===== src/rtl/uhsi_defs.svh =====
`ifndef UHSI_DEFS_SVH
`define UHSI_DEFS_SVH

// ======================================================
// Register offsets within the controller I/O window
`define UHSI_OFS_STATUS 5'h02
`define UHSI_OFS_ENABLE 5'h04

// ======================================================
// Status bit positions
`define UHSI_ST_HALT 5
`define UHSI_ST_PERR 4
`define UHSI_ST_HERR 3
`define UHSI_ST_RSM 2
`define UHSI_ST_TERR 1
`define UHSI_ST_TINT 0

// ======================================================
// Enable bit positions
`define UHSI_EN_SHORT 3
`define UHSI_EN_IOC 2
`define UHSI_EN_RSM 1
`define UHSI_EN_TERR 0

// ======================================================
// Reset values and widths
`define UHSI_ST_W 6
`define UHSI_EN_W 4
`define UHSI_ST_RST 6'h00
`define UHSI_EN_RST 4'h0
`define UHSI_RD_RST 16'h0000
`define UHSI_HI_RST 5'h00

`endif


===== src/rtl/uhsi_pkg.sv =====
package uhsi_pkg;

   // ======================================================
   // Event strobes from the schedule walker, one cycle each
   typedef struct packed {
      logic proc_err;
      logic host_err;
      logic resume;
      logic txn_err;
      logic ioc_done;
      logic short_pkt;
   } uhsi_evt_t;

   // ======================================================
   // Halt tracking, Gray coded along run, drain, halt
   typedef enum logic [1:0] {
      UHSI_RUN = 2'h0,
      UHSI_DRAIN = 2'h1,
      UHSI_HALT = 2'h3
   } uhsi_halt_st_t;

   function automatic logic uhsi_hit(
      input logic [4:0] addr,
      input logic [4:0] ofs
   );
      uhsi_hit = (addr == ofs);
   endfunction : uhsi_hit

endpackage : uhsi_pkg


===== src/rtl/uhsi_flags.sv =====
`timescale 1ns/1ps
`default_nettype none
`include "uhsi_defs.svh"
module uhsi_flags
   import uhsi_pkg::*;
(
   input wire logic clk,
   input wire logic rst_n,
   input wire uhsi_evt_t evt,
   input wire logic resume_ok,
   input wire logic halt_set,
   input wire logic [5:0] clr,
   output logic [5:0] status,
   output logic ioc_src,
   output logic short_src
);

   logic [5:1] hi_q;
   logic [5:1] hi_d;
   logic ioc_q;
   logic ioc_d;
   logic short_q;
   logic short_d;

   // ======================================================
   // Sticky flags; a set in the clearing cycle wins
   always_comb begin
      hi_d = hi_q & ~clr[5:1];
      hi_d[`UHSI_ST_HALT] = hi_d[`UHSI_ST_HALT] | halt_set;
      hi_d[`UHSI_ST_PERR] = hi_d[`UHSI_ST_PERR] | evt.proc_err;
      hi_d[`UHSI_ST_HERR] = hi_d[`UHSI_ST_HERR] | evt.host_err;
      hi_d[`UHSI_ST_RSM] = hi_d[`UHSI_ST_RSM] | (evt.resume & resume_ok);
      hi_d[`UHSI_ST_TERR] = hi_d[`UHSI_ST_TERR] | evt.txn_err;
      // Two causes share the transfer flag; kept apart for masking
      ioc_d = (ioc_q & ~clr[`UHSI_ST_TINT]) | evt.ioc_done;
      short_d = (short_q & ~clr[`UHSI_ST_TINT]) | evt.short_pkt;
   end

   always_ff @(posedge clk or negedge rst_n) begin
      if (!rst_n) begin
         hi_q <= `UHSI_HI_RST;
         ioc_q <= 1'b0;
         short_q <= 1'b0;
      end else begin
         hi_q <= hi_d;
         ioc_q <= ioc_d;
         short_q <= short_d;
      end
   end

   assign status = {hi_q, ioc_q | short_q};
   assign ioc_src = ioc_q;
   assign short_src = short_q;

endmodule : uhsi_flags
`default_nettype wire


===== src/rtl/uhsi_halt.sv =====
`timescale 1ns/1ps
`default_nettype none
module uhsi_halt
   import uhsi_pkg::*;
(
   input wire logic clk,
   input wire logic rst_n,
   input wire logic run_stop,
   input wire logic txn_busy,
   output logic halt_set
);

   uhsi_halt_st_t st_q;
   uhsi_halt_st_t st_d;

   // ======================================================
   // Next state; halt reported only once the bus is idle
   always_comb begin
      st_d = st_q;
      halt_set = 1'b0;
      unique case (st_q)
         UHSI_RUN: begin
            if (!run_stop) begin
               st_d = UHSI_DRAIN;
            end
         end
         UHSI_DRAIN: begin
            if (run_stop) begin
               st_d = UHSI_RUN;
            end else if (!txn_busy) begin
               st_d = UHSI_HALT;
               halt_set = 1'b1;
            end
         end
         UHSI_HALT: begin
            if (run_stop) begin
               st_d = UHSI_RUN;
            end
         end
         default: begin
            st_d = UHSI_HALT;
         end
      endcase
   end

   // Reset lands in the stopped state without raising the flag
   always_ff @(posedge clk or negedge rst_n) begin
      if (!rst_n) begin
         st_q <= UHSI_HALT;
      end else begin
         st_q <= st_d;
      end
   end

endmodule : uhsi_halt
`default_nettype wire


===== src/rtl/uhsi_top.sv =====
// Notes on behaviour
// - Writing 1 to a status bit clears it; writing 0 keeps it.
// - Halted flag bit 5 sets once stopped after run/stop went low.
// - Process-error flag bit 4 sets on a descriptor consistency failure.
// - Process error clears run/stop and always raises the interrupt.
// - Host-system-error flag bit 3 sets on a host bus access failure.
// - Host system error clears run/stop and raises the interrupt.
// - Resume flag bit 2 sets on resume only during global suspend.
// - Transaction error sets bit 1; with completion request bit 0 too.
// - Transfer flag bit 0 sets when a notify-on-complete descriptor ends.
// - Transfer flag also sets on a short packet with detection enabled.
// - Interrupt asserts whenever an enabled source is active.
// - Process-error interrupt cannot be masked.
// - Disabled sources still set their status flags for polling.
// - Enables: short bit 3, completion bit 2, resume 1, error 0.
// - Status and enable registers reset to all zeros.
// - Halted reports only after the transaction in progress finishes.
`timescale 1ns/1ps
`default_nettype none
`include "uhsi_defs.svh"
module uhsi_top
   import uhsi_pkg::*;
(
   input wire logic CLK,
   input wire logic RST_B,
   input wire logic [4:0] IO_ADDR,
   input wire logic IO_WR,
   input wire logic IO_RD,
   input wire logic [1:0] IO_BE,
   input wire logic [15:0] IO_WDATA,
   output logic [15:0] IO_RDATA,
   input wire uhsi_evt_t EVT,
   input wire logic GLOBAL_SUSPEND,
   input wire logic RUN_STOP,
   input wire logic TXN_BUSY,
   output logic RS_CLEAR,
   output logic IRQ
);

   // ======================================================
   // Reset release
   logic rst_meta_q;
   logic rst_sync_q;
   logic rst_n;

   // Release is synchronised so all flags leave reset together
   always_ff @(posedge CLK or negedge RST_B) begin
      if (!RST_B) begin
         rst_meta_q <= 1'b0;
         rst_sync_q <= 1'b0;
      end else begin
         rst_meta_q <= 1'b1;
         rst_sync_q <= rst_meta_q;
      end
   end

   assign rst_n = rst_sync_q;

   // ======================================================
   // Register port decode
   logic wr_st;
   logic wr_en;
   logic rd_st;
   logic rd_en;
   logic [5:0] clr;

   // All live bits sit in the low byte, so only lane 0 matters
   assign wr_st = IO_WR & IO_BE[0]
                & uhsi_hit(IO_ADDR, `UHSI_OFS_STATUS);
   assign wr_en = IO_WR & IO_BE[0]
                & uhsi_hit(IO_ADDR, `UHSI_OFS_ENABLE);
   assign rd_st = uhsi_hit(IO_ADDR, `UHSI_OFS_STATUS);
   assign rd_en = uhsi_hit(IO_ADDR, `UHSI_OFS_ENABLE);
   assign clr = wr_st ? IO_WDATA[5:0] : `UHSI_ST_RST;

   // ======================================================
   // Halt tracking and sticky flags
   logic halt_set;
   logic [5:0] st;
   logic ioc_src;
   logic short_src;

   uhsi_halt u_halt (
      .clk(CLK),
      .rst_n(rst_n),
      .run_stop(RUN_STOP),
      .txn_busy(TXN_BUSY),
      .halt_set(halt_set)
   );

   uhsi_flags u_flags (
      .clk(CLK),
      .rst_n(rst_n),
      .evt(EVT),
      .resume_ok(GLOBAL_SUSPEND),
      .halt_set(halt_set),
      .clr(clr),
      .status(st),
      .ioc_src(ioc_src),
      .short_src(short_src)
   );

   // ======================================================
   // Enable register, read data, run/stop clear, interrupt
   logic [3:0] en_q;
   logic [3:0] en_d;
   logic [15:0] rdata_q;
   logic [15:0] rdata_d;
   logic rs_clr_q;
   logic rs_clr_d;
   logic irq_q;
   logic irq_d;

   always_comb begin
      en_d = en_q;
      if (wr_en) begin
         en_d = IO_WDATA[3:0];
      end
      rdata_d = rdata_q;
      if (IO_RD) begin
         rdata_d = `UHSI_RD_RST;
         if (rd_st) begin
            rdata_d[5:0] = st;
         end else if (rd_en) begin
            rdata_d[3:0] = en_q;
         end
      end
      // Fatal errors stop the schedule walker at once
      rs_clr_d = EVT.proc_err | EVT.host_err;
      // Halted has no enable and never interrupts by itself
      irq_d = st[`UHSI_ST_PERR]
            | st[`UHSI_ST_HERR]
            | (st[`UHSI_ST_RSM] & en_q[`UHSI_EN_RSM])
            | (st[`UHSI_ST_TERR] & en_q[`UHSI_EN_TERR])
            | (ioc_src & en_q[`UHSI_EN_IOC])
            | (short_src & en_q[`UHSI_EN_SHORT]);
   end

   always_ff @(posedge CLK or negedge rst_n) begin
      if (!rst_n) begin
         en_q <= `UHSI_EN_RST;
         rdata_q <= `UHSI_RD_RST;
         rs_clr_q <= 1'b0;
         irq_q <= 1'b0;
      end else begin
         en_q <= en_d;
         rdata_q <= rdata_d;
         rs_clr_q <= rs_clr_d;
         irq_q <= irq_d;
      end
   end

   assign IO_RDATA = rdata_q;
   assign RS_CLEAR = rs_clr_q;
   assign IRQ = irq_q;
endmodule : uhsi_top
`default_nettype wire


===== config.mk =====
export PLATFORM = sky130hd
export DESIGN_NAME = uhsi_top
export DESIGN_NICKNAME = d
export VERILOG_FILES = /design/src/rtl/uhsi_pkg.sv /design/src/rtl/uhsi_flags.sv /design/src/rtl/uhsi_halt.sv /design/src/rtl/uhsi_top.sv
export VERILOG_INCLUDE_DIRS = /design/src /design/src/rtl
export SDC_FILE = /design/constraint.sdc
export NUM_CORES = 1
export LEC_CHECK = 0
export BUFFER_PORTS_ARGS = -buffer_cell sky130_fd_sc_hd__buf_2
export CORE_MARGIN = 5
export CORE_UTILIZATION = 39
export CTS_CLUSTER_DIAMETER = 50
export DETAILED_ROUTE_END_ITERATION = 10
export GPL_TIMING_DRIVEN = 0
export PLACE_DENSITY_LB_ADDON = 0.15
export RECOVER_POWER = 100
export SKIP_CTS_REPAIR_TIMING = 1
export SLEW_MARGIN = 20
export SYNTH_ARGS = -nofsm -noshare
export SYNTH_HDL_FRONTEND = slang
export SYNTH_HIERARCHICAL = 1
export SYNTH_SLANG_ARGS = --single-unit
export TNS_END_PERCENT = 30

===== constraint.sdc =====
create_clock -name CLK -period 0.8 [get_ports CLK]
set_input_delay 0.08 -clock CLK [delete_from_list [all_inputs] [get_ports CLK]]
set_output_delay 0.08 -clock CLK [all_outputs]
set_load 0.02 [all_outputs]

==> out/results.ini <==
[outcome]
status=finished with violations
violations=hold timing, setup timing

[run]
maxCapViolCount=0

[setup_path]
required_ns=0.98
arrival_ns=1.19
cpPeakStageDelay_ns=0.42
endpoint_kind=register
cp_slowest_cell=dfrtp_1
crit_chain=or2_1 > a22oi_2 > o22ai_1
crit_path_start_kind=register
path_class=reg2reg
cp_max_fo=3

[logic_synthesis]
ys_seq_elements=23
ys_types=24
synth-warning-count=6
netlist_instances=95
synth_area_per_cell_um2=11.0
syn-cell-area_mm2=0.00105
ys_seq_area_share_pct=55.3

[timing]
drv_slew=0
rsz0062_at_grt=true
clock_skew_ns=0.00449
hold_ws_ns=-0.00110
min_period_ns=1.01
tns_ns=-1.98
finalHoldViolCount=1
max_freq_mhz=990
setup_viol=24
fin_ws_ns=-0.211
period_share_pct=126

[global_route]
met3_usage_pct=1.86
use_met1_pct=13.2
grt_pass1_wl_um=3260
grtUsageTotal_pct=11.6
grt_most_used_layer=met2
antenna_found_initial=0
grt_max_degree=22
gr-total-overflow=0
first_global_vias=776
use_met2_pct=21.5

[place]
place_ws_ns=-0.418
finalWeightedCongestion=0.736
dpl.hpwl_um=1700
io_buffer_count=31

[power_and_ir_drop]
pwr-share-seq_pct=60.3
power_density_mw_per_mm2=1490
p_comb_share_pct=16.3
peakVddDrop_mv=0.854
swShare_pct=24.6
clock_power_share_pct=23.4
leakagePower_nw=0.682
p_int_mw=1.62
power_switching_mw=0.529

[floorplanning]
dieArea_mm2=0.00382
row_count=18
die_y_um=61.8
io_pins=54
die_x_um=61.8
start_util_pct=41.5
core_mm2=0.00252

[cts]
clk_pin_slew_ns=0.12
cts_tree=done
clk_latency_ns=0.29
cts_sinks=23
cts_root_buffer=clkbuf_4
htree_levels=1
numCtsBuffers=3
cts_buffer_depth=2

[hold_path]
hp-class=in2reg

[detailed_routing]
ant_nets=0
routed_wl_um=2060
vias=806
drc=0
first_pass_iters=4
routed_via_density=4.50
dr.first_iter.drc_count=9
routedWlPerCell_um=11.5

[cells_and_area]
drive_gt1_share_pct=43.6
mostFrequentLayoutCell=buf_2
fillers=225
nets=186
final_cell_mix=28 x buf_2, 20 x dfrtp_1, 13 x buf_4, 12 x inv_1, 11 x conb_1
area_delta_synth_final_pct=38.3
diodes=0
fin_util_pct=57.3

registers in the layout, indices dropped and copies added, names as in the netlist:
signal             count
en_q                   4
IRQ                    1
RS_CLEAR               1
rst_n                  1
IO_RDATA               6
u_flags/short_src      1
u_flags/hi_q           5
u_halt/st_q            2
u_flags/ioc_src        1
rst_meta_q             1
cell type report:
| class | count | area (um^2) | area share [%] |
|---|---|---|---|
| Buffer | 11 | 78.8 | 5.45 |
| Clock buffer | 4 | 26.3 | 1.82 |
| Inverter | 13 | 48.8 | 3.37 |
| Multi-Input combinational cell | 57 | 417 | 28.8 |
| Sequential cell | 23 | 579 | 40.1 |
| Tap cell | 30 | 37.5 | 2.60 |
| Timing Repair Buffer | 41 | 259 | 17.9 |
synth_stat cells:
cell type	instances	area, um^2
a211oi_1	1	7.51
and4_1	1	8.76
mux2_2	4	45.0
a21o_1	6	45.0
o22ai_1	6	37.5
nor2b_2	1	8.76
or2_2	1	6.26
o21ai_0	2	10.0
a22oi_2	1	12.5
inv_1	13	48.8
nand2_1	6	22.5
nor3_2	2	20.0
and4_4	1	11.3
a22oi_1	4	30.0
clkbuf_1	1	3.75
a222oi_1	1	10.0
conb_1	2	7.51
or2_1	1	6.26
and2_1	6	37.5
dfstp_2	2	52.6
buf_4	10	75.1
and2b_1	1	7.51
dfrtp_1	21	526
nand2b_1	1	6.26
logic make-up (layout without fill, tap and decap cells):
logic type      Yosys count  after routing  share of synthesized area, %
compound gates           21             21                          14.6
buf+inv                  24             69                          12.2
flops                    23             23                          55.3
mux                       4              4                          4.31
other cells               2             11                         0.718
simple gates             21             21                          12.9
metrics by stage:
stage | cell area (um^2) | total power, mW | std cells
final | 1450 | 2.15 | 179
after global placement | 1300 | 1.62 | 165
after detailed placement | 1300 | 1.63 | 165
after CTS | 1320 | 2.14 | 169
after global routing | 1450 | 2.28 | 179
after floorplan | 1100 | 1.51 | 104
metal layers:
layer | wire, um | vias up
met3 | 195 | 2
met4 | 19 | 0
met2 | 1020 | 27
met1 | 823 | 371
li1 | - | 406
met5 | 0 | -
power groups by stage:
stage | clock network, mW | registers, mW | logic, mW
2_1_floorplan | 0 | 1.31 | 0.204
5_1_grt | 0.582 | 1.31 | 0.384
6_report | 0.504 | 1.30 | 0.352
3_3_place_gp | 0 | 1.31 | 0.303
4_1_cts | 0.537 | 1.29 | 0.310
3_5_place_dp | 0 | 1.32 | 0.310
critical path, delay by kind of cell, from the launching register on:
kind	cells	cell delay (ns)
AOI/OAI and AO/OA	2	0.24
DFF	1	0.42
and+or+nand+nor	1	0.24
worst paths after layout:
| path | start | end | slack [ns] | depth (start not counted) |
|---|---|---|---|---|
| max | u_flags/ioc_src | IO_RDATA[0] | -0.21 | 3 |
| min | GLOBAL_SUSPEND | u_flags/hi_q[2] | -0.001 | 3 |
| max reg2reg | u_flags/ioc_src | IO_RDATA[0] | -0.21 | 3 |
| min reg2reg | rst_n | u_flags/hi_q[1] | 0.21 | 0 |
| max in group asynchronous | rst_n | u_halt/st_q[0] | 0.24 | 0 |
| min in group asynchronous | RST_B | rst_n | 0.08 | 2 |
Note: power is estimated with default switching activity, not from simulation.
